## src/acg_pkg.sv

```systemverilog
// Constants shared by the ASCII command gateway and its receive FIFO.
// Assumes a single 100 MHz clock domain.
`default_nettype none
package acg_pkg;
	// ------------------------------------------------------------
	// Timing
	// ------------------------------------------------------------
	localparam int ACG_CLK_HZ    = 100_000_000;
	localparam int ACG_TICK_MS   = 10;                    // One hundredth of a second
	localparam int ACG_TICK_CYC  = ACG_CLK_HZ / 1000 * ACG_TICK_MS;
	// ------------------------------------------------------------
	// Sizes
	// ------------------------------------------------------------
	localparam int ACG_FIFO_DEPTH = 16;
	localparam int ACG_MAX_DROPS  = 8;
	localparam int ACG_MAX_PARAMS = 9;                    // Register plus eight values
	localparam int ACG_ADDR_W     = 8;
	// ------------------------------------------------------------
	// Register offsets, fields and reset values
	// ------------------------------------------------------------
	localparam logic [7:0] ACG_OFS_CTRL      = 8'h00;
	localparam logic [7:0] ACG_OFS_SIZE_LIM  = 8'h04;
	localparam logic [7:0] ACG_OFS_TIME_LIM  = 8'h08;
	localparam logic [7:0] ACG_OFS_ROUTE_LEN = 8'h0C;
	localparam logic [7:0] ACG_OFS_DROP0     = 8'h10;
	localparam logic [7:0] ACG_OFS_STATUS    = 8'h30;
	localparam int         ACG_CTRL_EN_BIT   = 0;
	localparam logic       ACG_RST_EN        = 1'b1;
	localparam logic [7:0] ACG_RST_SIZE_LIM  = 8'h80;     // 128 characters
	localparam logic [7:0] ACG_RST_TIME_LIM  = 8'h64;     // 100 hundredths
	// ------------------------------------------------------------
	// Characters
	// ------------------------------------------------------------
	localparam logic [7:0] ACG_CH_CR = 8'h0D;
	localparam logic [7:0] ACG_CH_LF = 8'h0A;
	localparam logic [7:0] ACG_CH_SP = 8'h20;
	localparam logic [7:0] ACG_CH_0  = 8'h30;
	localparam logic [7:0] ACG_CH_R  = 8'h52;
	localparam logic [7:0] ACG_CH_W  = 8'h57;
	localparam logic [7:0] ACG_CH_S  = 8'h53;
	localparam logic [7:0] ACG_CH_C  = 8'h43;
	localparam logic [7:0] ACG_CH_B  = 8'h42;
	localparam logic [7:0] ACG_CH_P  = 8'h50;
	localparam logic [7:0] ACG_CH_O  = 8'h4F;
	localparam logic [7:0] ACG_CH_A  = 8'h41;
	// ------------------------------------------------------------
	// Types
	// ------------------------------------------------------------
	typedef enum logic [1:0] {
		OP_READ = 2'b00, OP_WRITE = 2'b01, OP_SETBIT = 2'b10, OP_CLRBIT = 2'b11
	} acg_op_e;
	typedef enum logic [3:0] {
		ST_IDLE = 4'h0, ST_ARGS = 4'h1, ST_PRINT = 4'h2, ST_PCR = 4'h3,
		ST_PLF = 4'h4, ST_PEND = 4'h5, ST_EXEC = 4'h6, ST_REQ = 4'h7,
		ST_RSP = 4'h8, ST_SP = 4'h9, ST_DEC = 4'hA, ST_CR = 4'hB
	} acg_state_e;
endpackage
`default_nettype wire

```

## src/acg_gateway.sv

```systemverilog
// ASCII command gateway: parses terminal commands, issues network
// register accesses and print messages, replies in decimal ASCII.
// Assumes rx bytes arrive already deframed and a transport answers requests.
`timescale 1ns/10ps
`default_nettype none
// Contract
// - Letter, decimal parameters, CR or pause ends
// - Packet ends on count or time limit
// - R register, optional count, free delimiters
// - First non-digit ends each number
// - Read reply: decimals, spaces, final CR
// - W register then values to successive registers
// - S register bit sets one bit
// - C register bit clears one bit
// - B replies ASCII 1 or 0
// - P forwards text, CR LF appended
// - O forwards text exactly, nothing appended
// - A stores up to eight route drops
// - Empty route targets local registers
// - Route also reachable through config registers
module acg_gateway
	import acg_pkg::*;
#(
	parameter int TICK_CYC = ACG_TICK_CYC,
	parameter int DEPTH    = ACG_FIFO_DEPTH
) (
	input  wire logic             clk,
	input  wire logic             resetn,
	input  wire logic             rx_valid,
	input  wire logic [7:0]       rx_data,
	output var  logic             rx_ready,
	output var  logic             tx_valid,
	output var  logic [7:0]       tx_data,
	input  wire logic             tx_ready,
	output var  logic             net_req_valid,
	output var  acg_pkg::acg_op_e net_req_op,
	output var  logic [15:0]      net_req_addr,
	output var  logic [15:0]      net_req_data,
	output var  logic [15:0]      net_req_mask,
	output var  logic             net_local,
	input  wire logic             net_req_ready,
	input  wire logic             net_rsp_valid,
	input  wire logic [15:0]      net_rsp_data,
	input  wire logic             net_rsp_err,
	output var  logic             prt_valid,
	output var  logic [7:0]       prt_data,
	output var  logic             prt_last,
	output var  logic             prt_empty,
	input  wire logic             prt_ready,
	input  wire logic [acg_pkg::ACG_ADDR_W-1:0] reg_addr,
	input  wire logic [31:0]      reg_wdata,
	input  wire logic             reg_wr,
	input  wire logic             reg_rd,
	output var  logic [31:0]      reg_rdata
);
	import acg_pkg::*;
	localparam int DIVW = $clog2(TICK_CYC);
	localparam logic [DIVW-1:0] DIV_LAST = DIVW'(TICK_CYC - 1);
	localparam int NP = ACG_MAX_PARAMS;

	typedef struct packed {
		acg_state_e          st;
		logic [7:0]          cmd;
		logic [15:0]         acc;
		logic                in_num;
		logic [3:0]          np;
		logic [NP-1:0][15:0] par;
		logic [7:0]          nchar;
		logic [7:0]          tticks;
		logic [DIVW-1:0]     div;
		logic                tick;
		logic [15:0]         idx;
		logic [15:0]         cnt;
		logic [15:0]         val;
		logic [2:0]          pos;
		logic [3:0]          dig;
		logic                seen;
		logic                tx_valid;
		logic [7:0]          tx_data;
		logic                prt_valid;
		logic [7:0]          prt_data;
		logic                prt_last;
		logic                prt_empty;
		logic                req_valid;
		acg_op_e             req_op;
		logic [15:0]         req_addr;
		logic [15:0]         req_data;
		logic [15:0]         req_mask;
		logic                local_tgt;
		logic [31:0]         rdata;
		logic                en;
		logic [7:0]          size_lim;
		logic [7:0]          time_lim;
		logic [3:0]          route_len;
		logic [ACG_MAX_DROPS-1:0][7:0] route;
	} acg_regs_s;
	acg_regs_s r, n;

	// ------------------------------------------------------------
	// Helpers
	// ------------------------------------------------------------
	function automatic logic is_digit(input logic [7:0] c);
		return (c >= 8'h30) && (c <= 8'h39);
	endfunction

	// Case folding so either case selects the same command
	function automatic logic [7:0] to_upper(input logic [7:0] c);
		return ((c >= 8'h61) && (c <= 8'h7A)) ? (c & 8'hDF) : c;
	endfunction

	// Bits are numbered 1 to 16; out-of-range gives an empty mask
	function automatic logic [15:0] bit_mask(input logic [15:0] b);
		return ((b >= 16'h0001) && (b <= 16'h0010)) ? (16'h0001 << (b - 16'h0001)) : 16'h0000;
	endfunction

	function automatic logic [15:0] pow10(input logic [2:0] p);
		unique case (p)
			3'h0: return 16'h2710;
			3'h1: return 16'h03E8;
			3'h2: return 16'h0064;
			3'h3: return 16'h000A;
			default: return 16'h0001;
		endcase
	endfunction

	// Route drop register decode: hit flag and drop index
	function automatic logic [3:0] drop_sel(input logic [7:0] a);
		logic [7:0] d;
		d = a - ACG_OFS_DROP0;
		return {(a >= ACG_OFS_DROP0) && (d[7:5] == 3'h0) && (d[1:0] == 2'h0), d[4:2]};
	endfunction

	// ------------------------------------------------------------
	// Receive FIFO
	// ------------------------------------------------------------
	logic       f_valid;
	logic [7:0] f_data;
	logic       f_pop;

	acg_fifo #(.WIDTH(8), .DEPTH(DEPTH)) u_rx_fifo (
		.clk       (clk),
		.resetn    (resetn),
		.in_valid  (rx_valid),
		.in_data   (rx_data),
		.in_ready  (rx_ready),
		.out_valid (f_valid),
		.out_data  (f_data),
		.out_ready (f_pop)
	);

	// ------------------------------------------------------------
	// Next state
	// ------------------------------------------------------------
	logic       tx_free, prt_free, got, pkt_end, cnt_hit, t_hit;
	logic [7:0] c;
	logic [3:0] ds;

	always_comb
	begin
		n = r;
		f_pop = 1'b0;
		tx_free  = !r.tx_valid || tx_ready;
		prt_free = !r.prt_valid || prt_ready;
		if (r.tx_valid && tx_ready)
			n.tx_valid = 1'b0;
		if (r.prt_valid && prt_ready)
			n.prt_valid = 1'b0;
		c = to_upper(f_data);
		ds = 4'h0;
		// Hundredth-second enable for the inter-character timer
		n.tick = (r.div == DIV_LAST);
		n.div  = n.tick ? '0 : DIVW'(r.div + 1'b1);
		// Packet end conditions shared by argument and print collection
		got = 1'b0;
		cnt_hit = (r.size_lim != 8'h00) &&
			(({1'b0, r.nchar} + 9'h001) >= {1'b0, r.size_lim});
		t_hit = r.tick && (r.time_lim != 8'h00) &&
			(8'(r.tticks + 8'h01) >= r.time_lim);
		pkt_end = 1'b0;
		unique case (r.st)
			ST_IDLE:
			begin
				f_pop = f_valid && r.en;
				// Only a letter opens a command; stray characters are dropped
				if (f_pop && (c >= ACG_CH_A) && (c <= 8'h5A))
				begin
					n.cmd = c;
					n.nchar = 8'h01;
					n.tticks = 8'h00;
					n.np = 4'h0;
					n.par = '0;                                   // No stale bit number reused
					n.in_num = 1'b0;
					n.acc = 16'h0000;
					n.st = ((c == ACG_CH_P) || (c == ACG_CH_O)) ? ST_PRINT : ST_ARGS;
				end
			end
			ST_ARGS:
			begin
				f_pop = f_valid;
				got = f_valid;
				if (got && is_digit(f_data))
				begin
					n.acc = 16'(r.acc * 16'h000A + {12'h000, f_data[3:0]});
					n.in_num = 1'b1;
				end
				else if (got && r.in_num)
				begin
					n.in_num = 1'b0;
					if (r.np < 4'(NP))
					begin
						n.par[r.np] = r.acc;
						n.np = 4'(r.np + 4'h1);
					end
					n.acc = 16'h0000;
				end
				pkt_end = (got && (f_data == ACG_CH_CR)) || (got && cnt_hit) ||
					(!got && t_hit);
				// A number running into the end of the packet still counts
				if (pkt_end && !got && r.in_num && (r.np < 4'(NP)))
				begin
					n.par[r.np] = r.acc;
					n.np = 4'(r.np + 4'h1);
				end
				else if (pkt_end && got && is_digit(f_data) && (r.np < 4'(NP)))
				begin
					n.par[r.np] = n.acc;
					n.np = 4'(r.np + 4'h1);
				end
				if (pkt_end)
					n.st = ST_EXEC;
			end
			ST_PRINT:
			begin
				// Forward every character, the closing CR included
				f_pop = f_valid && prt_free;
				got = f_pop;
				if (got)
				begin
					n.prt_valid = 1'b1;
					n.prt_data = f_data;
					n.prt_last = 1'b0;
					n.prt_empty = 1'b0;
				end
				pkt_end = (got && (f_data == ACG_CH_CR)) || (got && cnt_hit) ||
					(!f_valid && t_hit);
				if (pkt_end)
					n.st = (r.cmd == ACG_CH_P) ? ST_PCR : ST_PEND;
			end
			ST_PCR:
				if (prt_free)
				begin
					n.prt_valid = 1'b1;
					n.prt_data = ACG_CH_CR;
					n.prt_last = 1'b0;
					n.prt_empty = 1'b0;
					n.st = ST_PLF;
				end
			ST_PLF:
				if (prt_free)
				begin
					n.prt_valid = 1'b1;
					n.prt_data = ACG_CH_LF;
					n.st = ST_PEND;
				end
			ST_PEND:
				if (prt_free)
				begin
					n.prt_valid = 1'b1;
					n.prt_data = 8'h00;
					n.prt_last = 1'b1;
					n.prt_empty = 1'b1;
					n.st = ST_IDLE;
				end
			ST_EXEC:
			begin
				n.idx = 16'h0000;
				n.req_addr = r.par[0];
				n.req_data = 16'h0000;
				n.req_mask = 16'h0000;
				n.cnt = 16'h0001;
				n.st = ST_CR;
				unique case (r.cmd)
					ACG_CH_R, ACG_CH_B:
						if (r.np != 4'h0)
						begin
							if ((r.cmd == ACG_CH_R) && (r.np > 4'h1) && (r.par[1] != 16'h0000))
								n.cnt = r.par[1];
							n.req_op = OP_READ;
							n.req_mask = bit_mask(r.par[1]);
							n.req_valid = 1'b1;
							n.st = ST_REQ;
						end
					ACG_CH_W:
						if (r.np > 4'h1)
						begin
							n.cnt = {12'h000, 4'(r.np - 4'h1)};
							n.req_op = OP_WRITE;
							n.req_data = r.par[1];
							n.req_valid = 1'b1;
							n.st = ST_REQ;
						end
					ACG_CH_S, ACG_CH_C:
						if (r.np > 4'h1)
						begin
							n.req_op = (r.cmd == ACG_CH_S) ? OP_SETBIT : OP_CLRBIT;
							n.req_mask = bit_mask(r.par[1]);
							n.req_valid = 1'b1;
							n.st = ST_REQ;
						end
					ACG_CH_A:
					begin
						for (int i = 0; i < ACG_MAX_DROPS; i++)
							n.route[i] = (4'(i) < r.np) ? r.par[i][7:0] : 8'h00;
						n.route_len = (r.np > 4'(ACG_MAX_DROPS)) ? 4'(ACG_MAX_DROPS) : r.np;
					end
					default:
						n.st = ST_IDLE;                              // Unknown letter: silent
				endcase
			end
			ST_REQ:
				if (net_req_ready)
				begin
					n.req_valid = 1'b0;
					if (r.req_op == OP_READ)
						n.st = ST_RSP;
					else if (16'(r.idx + 16'h0001) < r.cnt)
					begin
						n.idx = 16'(r.idx + 16'h0001);
						n.req_addr = 16'(r.par[0] + n.idx);
						n.req_data = r.par[n.idx[3:0] + 4'h1];
						n.req_valid = 1'b1;
					end
					else
						n.st = ST_CR;
				end
			ST_RSP:
				if (net_rsp_valid)
				begin
					n.pos = 3'h0;
					n.dig = 4'h0;
					n.seen = 1'b0;
					if (net_rsp_err)
						n.st = ST_CR;
					else if (r.cmd == ACG_CH_B)
					begin
						n.val = {15'h0000, (net_rsp_data & r.req_mask) != 16'h0000};
						n.st = ST_DEC;
					end
					else
					begin
						n.val = net_rsp_data;
						n.st = (r.idx != 16'h0000) ? ST_SP : ST_DEC;
					end
				end
			ST_SP:
				if (tx_free)
				begin
					n.tx_valid = 1'b1;
					n.tx_data = ACG_CH_SP;
					n.st = ST_DEC;
				end
			ST_DEC:
				// One subtraction per cycle; leading zeros suppressed
				if (r.val >= pow10(r.pos))
				begin
					n.val = 16'(r.val - pow10(r.pos));
					n.dig = 4'(r.dig + 4'h1);
				end
				else if (!((r.dig != 4'h0) || r.seen || (r.pos == 3'h4)) || tx_free)
				begin
					if ((r.dig != 4'h0) || r.seen || (r.pos == 3'h4))
					begin
						n.tx_valid = 1'b1;
						n.tx_data = 8'(ACG_CH_0 + {4'h0, r.dig});
						n.seen = 1'b1;
					end
					n.dig = 4'h0;
					n.pos = 3'(r.pos + 3'h1);
					if (r.pos == 3'h4)
					begin
						n.st = ST_CR;
						if (16'(r.idx + 16'h0001) < r.cnt)
						begin
							n.idx = 16'(r.idx + 16'h0001);
							n.req_addr = 16'(r.par[0] + n.idx);
							n.req_valid = 1'b1;
							n.st = ST_REQ;
						end
					end
				end
			ST_CR:
				if (tx_free)
				begin
					n.tx_valid = 1'b1;
					n.tx_data = ACG_CH_CR;
					n.st = ST_IDLE;
				end
			default:
				n.st = ST_IDLE;
		endcase
		// Inter-character timer restarts on every character taken
		if (got)
		begin
			n.nchar = 8'(r.nchar + 8'h01);
			n.tticks = 8'h00;
		end
		else if (r.tick)
			n.tticks = 8'(r.tticks + 8'h01);
		// Register port: read data stands in the following cycle only
		n.rdata = 32'h0000_0000;
		if (reg_rd)
		begin
			ds = drop_sel(reg_addr);
			unique case (reg_addr)
				ACG_OFS_CTRL:      n.rdata = {31'h0, r.en};
				ACG_OFS_SIZE_LIM:  n.rdata = {24'h0, r.size_lim};
				ACG_OFS_TIME_LIM:  n.rdata = {24'h0, r.time_lim};
				ACG_OFS_ROUTE_LEN: n.rdata = {28'h0, r.route_len};
				ACG_OFS_STATUS:    n.rdata = {27'h0, r.st != ST_IDLE, r.st};
				default:
					if (ds[3])
						n.rdata = {24'h0, r.route[ds[2:0]]};
			endcase
		end
		else if (reg_wr)
		begin
			ds = drop_sel(reg_addr);
			unique case (reg_addr)
				ACG_OFS_CTRL:      n.en = reg_wdata[ACG_CTRL_EN_BIT];
				ACG_OFS_SIZE_LIM:  n.size_lim = reg_wdata[7:0];
				ACG_OFS_TIME_LIM:  n.time_lim = reg_wdata[7:0];
				ACG_OFS_ROUTE_LEN:
					n.route_len = (reg_wdata[3:0] > 4'(ACG_MAX_DROPS)) ?
						4'(ACG_MAX_DROPS) : reg_wdata[3:0];
				default:
					if (ds[3])
						n.route[ds[2:0]] = reg_wdata[7:0];
			endcase
		end
		n.local_tgt = (n.route_len == 4'h0);
	end

	// ------------------------------------------------------------
	// Registered state
	// ------------------------------------------------------------
	always_ff @(posedge clk or negedge resetn)
	begin
		if (!resetn)
		begin
			r <= '0;
			r.st <= ST_IDLE;
			r.en <= ACG_RST_EN;
			r.size_lim <= ACG_RST_SIZE_LIM;
			r.time_lim <= ACG_RST_TIME_LIM;
			r.local_tgt <= 1'b1;
		end
		else
			r <= n;
	end

	assign tx_valid      = r.tx_valid;
	assign tx_data       = r.tx_data;
	assign net_req_valid = r.req_valid;
	assign net_req_op    = r.req_op;
	assign net_req_addr  = r.req_addr;
	assign net_req_data  = r.req_data;
	assign net_req_mask  = r.req_mask;
	assign net_local     = r.local_tgt;
	assign prt_valid     = r.prt_valid;
	assign prt_data      = r.prt_data;
	assign prt_last      = r.prt_last;
	assign prt_empty     = r.prt_empty;
	assign reg_rdata     = r.rdata;
endmodule // acg_gateway
`default_nettype wire

```

## src/acg_fifo.sv

```systemverilog
// Parameterised FIFO with valid/ready on both sides.
// Assumes one clock; in_ready comes from a flip-flop.
`timescale 1ns/10ps
`default_nettype none
module acg_fifo #(
	parameter int WIDTH = 8,
	parameter int DEPTH = 16
) (
	input  wire logic             clk,
	input  wire logic             resetn,
	input  wire logic             in_valid,
	input  wire logic [WIDTH-1:0] in_data,
	output var  logic             in_ready,
	output var  logic             out_valid,
	output var  logic [WIDTH-1:0] out_data,
	input  wire logic             out_ready
);
	localparam int PW = $clog2(DEPTH);
	localparam int CW = $clog2(DEPTH + 1);
	localparam logic [CW-1:0] FULL = CW'(DEPTH);
	typedef struct packed {
		logic [DEPTH-1:0][WIDTH-1:0] mem;
		logic [PW-1:0]               wp;
		logic [PW-1:0]               rp;
		logic [CW-1:0]               cnt;
		logic                        rdy;
	} acg_fifo_s;
	acg_fifo_s r, n;
	logic push, pop;

	// ------------------------------------------------------------
	// Next state
	// ------------------------------------------------------------
	always_comb
	begin
		n = r;
		push = in_valid && r.rdy;
		pop  = out_ready && (r.cnt != '0);
		if (push)
		begin
			n.mem[r.wp] = in_data;
			n.wp = (r.wp == PW'(DEPTH - 1)) ? '0 : PW'(r.wp + 1'b1);
		end
		if (pop)
			n.rp = (r.rp == PW'(DEPTH - 1)) ? '0 : PW'(r.rp + 1'b1);
		n.cnt = CW'(r.cnt + CW'(push) - CW'(pop));
		n.rdy = (n.cnt != FULL);                      // Honest full: stalls the writer
	end

	// Registered state
	always_ff @(posedge clk or negedge resetn)
	begin
		if (!resetn)
			r <= '{mem: '0, wp: '0, rp: '0, cnt: '0, rdy: 1'b1};
		else
			r <= n;
	end

	assign in_ready  = r.rdy;
	assign out_valid = (r.cnt != '0);
	assign out_data  = r.mem[r.rp];
endmodule // acg_fifo
`default_nettype wire

```

## config.mk

```make
export PLATFORM = sky130hd
export DESIGN_NAME = acg_gateway
export DESIGN_NICKNAME = d
export VERILOG_FILES = /design/src/acg_pkg.sv /design/src/acg_gateway.sv /design/src/acg_fifo.sv
export SDC_FILE = /design/constraint.sdc
export NUM_CORES = 2
export LEC_CHECK = 0
export BUFFER_PORTS_ARGS = -buffer_cell sky130_fd_sc_hd__buf_2
export CORE_MARGIN = 2
export CORE_UTILIZATION = 40
export DETAILED_ROUTE_END_ITERATION = 7
export PLACE_DENSITY = 0.6
export SLEW_MARGIN = 5
export SYNTH_ARGS = -nofsm -noshare
export SYNTH_HDL_FRONTEND = slang
export SYNTH_SLANG_ARGS = --single-unit
```

## constraint.sdc

```tcl
create_clock -name clk -period 4 [get_ports clk]
set_clock_uncertainty 0.2 [all_clocks]
set_input_delay 0.4 -clock clk [delete_from_list [all_inputs] [get_ports clk]]
set_output_delay 0.4 -clock clk [all_outputs]
set_load 0.02 [all_outputs]
```

# == Yosys cells after proc, flatten, opt, wreduce, memory -nomap -nowiden ==
# Index checks and enable logic that the tools add are counted.
# totals
regBits,601
latchBits,0
ram_bits,0
romBits,0
input_bits,74
output_inout_bits,105
wordCells,439
mem_count,0
# classes
add_sub_neg,20
n_mul,1
div_mod_pow,0
order_cmp,33
n_eq_ne,66
n_shift,1
n_mux,145
n_bitwise,2
reduce_logical,102
# ops
op,n
2-to-1 mux 148 bit,5
bitwise mux 144 bit,3
2-to-1 mux 16 bit,26
case mux 165 bit (2 select lines),1
2-to-1 mux 68 bit,4
2-to-1 mux 193 bit,1
2-to-1 mux 165 bit,1
bitwise mux 128 bit,1
2-to-1 mux 32 bit,4
2-to-1 mux 64 bit,2
2-to-1 mux 8 bit,16
2-to-1 mux 4 bit,25
case mux 16 bit (2 select lines),3
case mux 16 bit (3 select lines),2
"== test 8 x 7 -> 1 bit, second input constant",9
binary-select mux 16 bit (select 4 bit),1
bitwise mux 64 bit,1
demux 16 bit (select 4 bit),1
case mux 14 bit (4 select lines),1
2-to-1 mux 17 bit,3
case mux 24 bit (2 select lines),1
case mux 4 bit (12 select lines),1
nonzero test 16 bit,3
"!= test 2 bit, second input constant",23
99 further kinds,232

# == Depth between registers and ports, before layout ==
# depth
ltp_word,13
mapped_depth,18
depth_no_buf,17

# == Cells and area by module ==
# A second synthesis with hierarchy kept.
# hier_totals
hier_cells,4208
area_unflattened_um2,36995.5
# modules_own_cells
mod,n_inst,cells_per_inst,area_per_inst_um2,seq_area_each_um2
acg_gateway,1,3750,30335.3,10817.9
acg_fifo,1,458,6660.1,3554.7

# == Worst setup path before layout ==
# No wires, ideal clock.
# synth_timing
path_kind,register to register
from,register r[229] in the netlist's numbering
to,"register r, in the netlist net_req_data[10]"
arrival_ns,4.125
required_ns,3.675
path_slack_ns,-0.450
path_stages_with_launch,16
cell_sequence,dfrtp_1 > clkbuf_1 > and3_1 > nand3_1 > xnor2_1 > ha_1 > a21o_1 > a221oi_1 > o21ai_0 > a2111oi_0 > nor3_1 > nor2_1 > nand3b_1 > a211oi_1 > buf_2 > mux2_2
# synth_via
elab_chain_cells,8
word_cells_on_any_way,11
# synth_lines
item,line_no,text
from (decl),acg_gateway.sv:97,"acg_regs_s r, n;"
from (signal assigned),acg_gateway.sv:458,r <= n;
adder 16 x 1 -> 16 bit *,"acg_gateway.sv:326, acg_gateway.sv:328",
adder 4 x 1 -> 4 bit,acg_gateway.sv:330,n.req_data = r.par[n.idx[3:0] + 4'h1];
binary-select mux 16 bit (select 4 bit),acg_gateway.sv:330,
2-to-1 mux 16 bit (not written as such),acg_gateway.sv:330,
2-to-1 mux 32 bit,acg_gateway.sv:326,else if (16'(r.idx + 16'h0001) < r.cnt)
2-to-1 mux 32 bit,acg_gateway.sv:324,if (r.req_op == OP_READ)
2-to-1 mux 32 bit,acg_gateway.sv:321,if (net_req_ready)
case mux 16 bit (2 select lines),acg_gateway.sv:180,unique case (r.st)
# Every way passes the cells marked *; elsewhere a longest branch is shown, timed or not. The select of a mux whose other input is x is not followed.
# A chain may end at the register's enable or synchronous reset.

# == Worst setup path in the final report ==
# layout_timing
from,register u_rx_fifo.r[7] in the netlist's numbering
to,register r[341] in the netlist's numbering
# layout_via
word_cells_on_any_way,36
# layout_rtl
item,line_no,text
from (decl),acg_fifo.sv:28,"acg_fifo_s r, n;"
from (signal assigned),acg_fifo.sv:54,"r <= '{mem: '0, wp: '0, rp: '0, cnt: '0, rdy: 1'b1};"
from (signal assigned),acg_fifo.sv:56,r <= n;
binary-select mux 8 bit (select 4 bit) *,acg_fifo.sv:61,assign out_data = r.mem[r.rp];
2-to-1 mux 8 bit (not written as such) *,acg_fifo.sv:61,
2-to-1 mux 6 bit *,acg_gateway.sv:108,return ((c >= 8'h61) && (c <= 8'h7A)) ? (c & 8'hDF) : c;
named net c[2],acg_gateway.sv:155,logic [7:0] c;
>= comparator 8 x 7 -> 1 bit,acg_gateway.sv:185,if (f_pop && (c >= ACG_CH_A) && (c <= 8'h5A))
logical AND 1 bit,acg_gateway.sv:185,
logical AND 1 bit *,acg_gateway.sv:185,
!= test 2 bit (no source line) *,n/a,
AND reduction 2 bit (no source line) *,n/a,
# Mark *: on every way through the listed nets, which the timed path passes. The rest lies on a longest branch. The select of a mux whose other input is x is not followed.

==> metrics.md <==
| Metric | Value |
|---|---|
| First DRT Iteration DRCs | 3781 |
| Startpoint Class | register |
| Minimum clock period | 4.03 ns |
| Initial antenna violation count | 0 |
| Worst-margin pin slew | 1.11 ns |
| Yosys top cell by area | dfrtp_1 |
| Slowest Stage Delay on Critical Path | ~0.59 ns |
| Initial Util | 0.404 |
| TritonCTS buffer count | slightly above 70 |
| GPL Wtd Cong | 0.947 |
| CTS Buffer Depth | 3 |
| Count of buffer and inverter cells on the critical path | 2 |
| RSZ-0062 raised after global routing | yes |
| Clk root buf | clkbuf_16 |
| Synth top cells by count | dfrtp_1, nand2_1, a21oi_1 |
| CTS clock-pin slew for the worst setup and hold paths | 0.06 ns |
| CTS tree | built |
| Mean post-synth cell area | 9.14 um^2 |
| Fin crit share | 1.01 |
| Power Density | around 590 nW/um^2 |
| Placed cell area | just over 40000 um^2 |
| Crit path cell chain | buf_8 > mux4_2 > mux4_2 > buf_6 > fa_2 > a21oi_4 > nor2_4 > nand2_2 > xnor2_2 > a21o_4 > or3_4 > a31oi_1 > o22ai_1 |
| Die width | 308 um |
| Top Ports | 179 |
| Hold Vio Cnt, Final | 0 |
| Crit path kind | reg2reg |
| Largest net degree at the start of global routing | 100 |
| Register area share after synthesis | 0.388 |
| Via density | 6.11 |
| Crit-path max FO | 8 |
| Layout cell share with drive strength beyond 1 | 0.272 |
| Failing checks | design-rule violations, negative setup slack |
| WL final | 132 mm |
| P&R area growth vs syn | 22.4% |
| Post-route DRC violation count | 1 |
| Post-Route Utilization | 0.494 |
| Final Cell Area | 45300 um^2 |
| Worst Slack Setup Final | -0.0251 ns |
| Post-synth top area share | 0.383 |
| CP endpoint kind | register |
| Top FF cell, synth | dfrtp_1 |
| Port Buffer Count | 128 |
| # setup viols final | 8 |
| Total Power | around 27 mW |
| Asr flop ratio synth | 1.00 |
| EDFF count, synth | 0 |
| Drt first pass iters | 8 |
| Fmax | approximately 250 MHz |
| Post-Place Cells | 5346 |
| Global route overflow | 0 |
| Warnings from Yosys | 0 |
| Slowest-stage cell, CP | mux4_2 |
| Critical path required time | 4.32 ns |
| Distinct cells, synth | 96 |
| Count leader, synth | dfrtp_1 |
| Leakage power | 19.8 nW |
| Die area | 95000 um^2 |
| Worst slew margin | 0.259 |
| Slew Viols, Final | 0 |
| Clock Latency Late Sink | between 0.6 and 0.7 ns |
| Crit path arrival time | ~4.4 ns |
| # rows | 111 |
| Max rail drop VDD | between 0.4 and 0.5 mV |
| Sink Count | 574 |
| Vias in the first global route | 32600 |
| H-tree depth | 3 |
| Final nets | between 4000 and 5000 |
| Cells after Synth | 4049 |
| # fillers | roughly 8500 |
| Core Footprint | 91700 um^2 |
| Top post-synthesis cells by area | dfrtp_1, mux2_2, nand2_1, mux4_2, ha_1 |
| Cell family with the largest share of critical-path delay | multiplexers |
| Fin cells | 5578 |
| FF+latch count, synth | approximately 570 |
| Final ANT Viol Nets | 0 |
| Dpl hpwl | between 90 and 100 mm |
| CP most frequent cell | mux4_2 |
| First-pass GRT wire length | 197 mm |
| Outcome | finished with violations |
| WL/cell | 23.6 um |
| Post-Synthesis Cell Area | approximately 37000 um^2 |
| Max cap viols | 0 |
| DR vias | 34100 |
| Hold Crit Class | in2reg |
| Die height | approximately 310 um |
| Global Route Usage Sum | 0.268 |
| Hold slack | 0.0296 ns |
## metrics by stage
stage,setup TNS (ns),setup WS (ns)
after floorplan,0,0.0178
after global placement,-26.00,-0.518
after detailed placement,-33.25,-0.582
after CTS,-0.187,-0.0429
after global routing,-5.10,-0.155
final,-0.0731,-0.0251
## layout by cell type (no fill, tap or decap), types with 23 or more instances in the layout
cell	synthesis	final
nor3_1	62	53
dlygate4sd3_1	0	28
mux4_2	83	83
a21o_1	75	74
xnor2_1	64	53
buf_4	105	344
o21ai_1	27	66
a31oi_1	117	113
o2bb2ai_1	26	23
nand4_1	24	24
a21oi_1	277	263
ha_1	116	103
buf_12	0	35
inv_1	109	106
o211ai_1	29	29
o22ai_1	43	39
and3_1	63	53
nand2_1	566	553
buf_2	37	129
xor2_1	35	27
buf_6	4	31
conb_1	1	26
dfrtp_1	567	564
or2_2	25	24
o21ai_0	244	194
mux2_2	200	183
mux2i_1	55	55
clkbuf_16	0	75
nand3_1	124	120
a22oi_1	54	51
nor2_1	256	240
## area by class of cell
class,instances,area [um^2],share of cell area
multi-input combinational,2994,21800,0.482
sequential,574,14400,0.317
timing repair buffer,580,4870,0.107
clock buffer,100,2030,0.0447
tap,1186,1480,0.0327
inverter,115,435,0.00961
clock inverter,27,290,0.00640
antenna,2,5.00,0.000110
## kinds of logic after synthesis
group           after synthesis  share of synthesized area
fa+ha+maj                   121                     0.0419
mux                         338                      0.126
simple gates               1244                      0.151
buf+inv                     506                     0.0640
flops                       574                      0.388
compound gates             1166                      0.205
xor+xnor                     99                     0.0234
other cells                   1                   0.000101
## metal layers
metal / up-vias / global-route usage / wire, um
met5: - / 0 / 0
met4: 0 / 0.109 / 5770
li1: 15300 / - / -
met1: 16700 / 0.354 / 53000
met3: 370 / 0.0557 / 12000
met2: 1699 / 0.429 / 60800
## flip-flops by register name, summed over array words and instances, names as in the netlist
name                flops
r                     355
u_rx_fifo.r           141
net_req_addr           16
net_req_data           16
net_req_mask           16
prt_data                8
reg_rdata               8
tx_data                 6
net_req_op              2
net_local               1
net_req_valid           1
prt_last                1
prt_valid               1
tx_valid                1
u_rx_fifo.in_ready      1
## power by group
| group | internal (mW) | total [mW] | switching (mW) | leakage (nW) |
|---|---|---|---|---|
| sequential | 6.88 | 7.79 | 0.906 | 7.35 |
| combinational | 5.26 | 12.5 | 7.22 | 11.3 |
| clock | 3.76 | 6.50 | 2.74 | 1.15 |
## worst paths after layout
path                                             from                      endpoint  slack, ns  cells after the start
setup / recovery           u_rx_fifo.r[7]$_DFFE_PN0P_            r[341]$_DFFE_PN0P_      -0.03                     13
hold / removal                             rx_data[5]  u_rx_fifo.r[131]$_DFFE_PN0P_       0.03                      2
setup reg to reg           u_rx_fifo.r[7]$_DFFE_PN0P_            r[341]$_DFFE_PN0P_      -0.03                     13
hold reg to reg               prt_data[6]$_DFFE_PN0P_       prt_data[6]$_DFFE_PN0P_       0.26                      2
max in group asynchronous                      resetn   net_req_mask[0]$_DFFE_PN0P_       2.34                      3
min in group asynchronous                      resetn            r[198]$_DFFE_PN0P_       0.23                      2
## timing repair
action / 4_1_cts / 5_1_grt
pin swaps: 59 / 94
hold buffers: 28 / 0
gates cloned: 6 / 7
endpoints found under the setup margin: 198 / 230
resized for setup: 133 / 223
buffers inserted: 36 / 29
hold endpoints to repair: 182 / 0
Power figures use the tool's default switching activity.
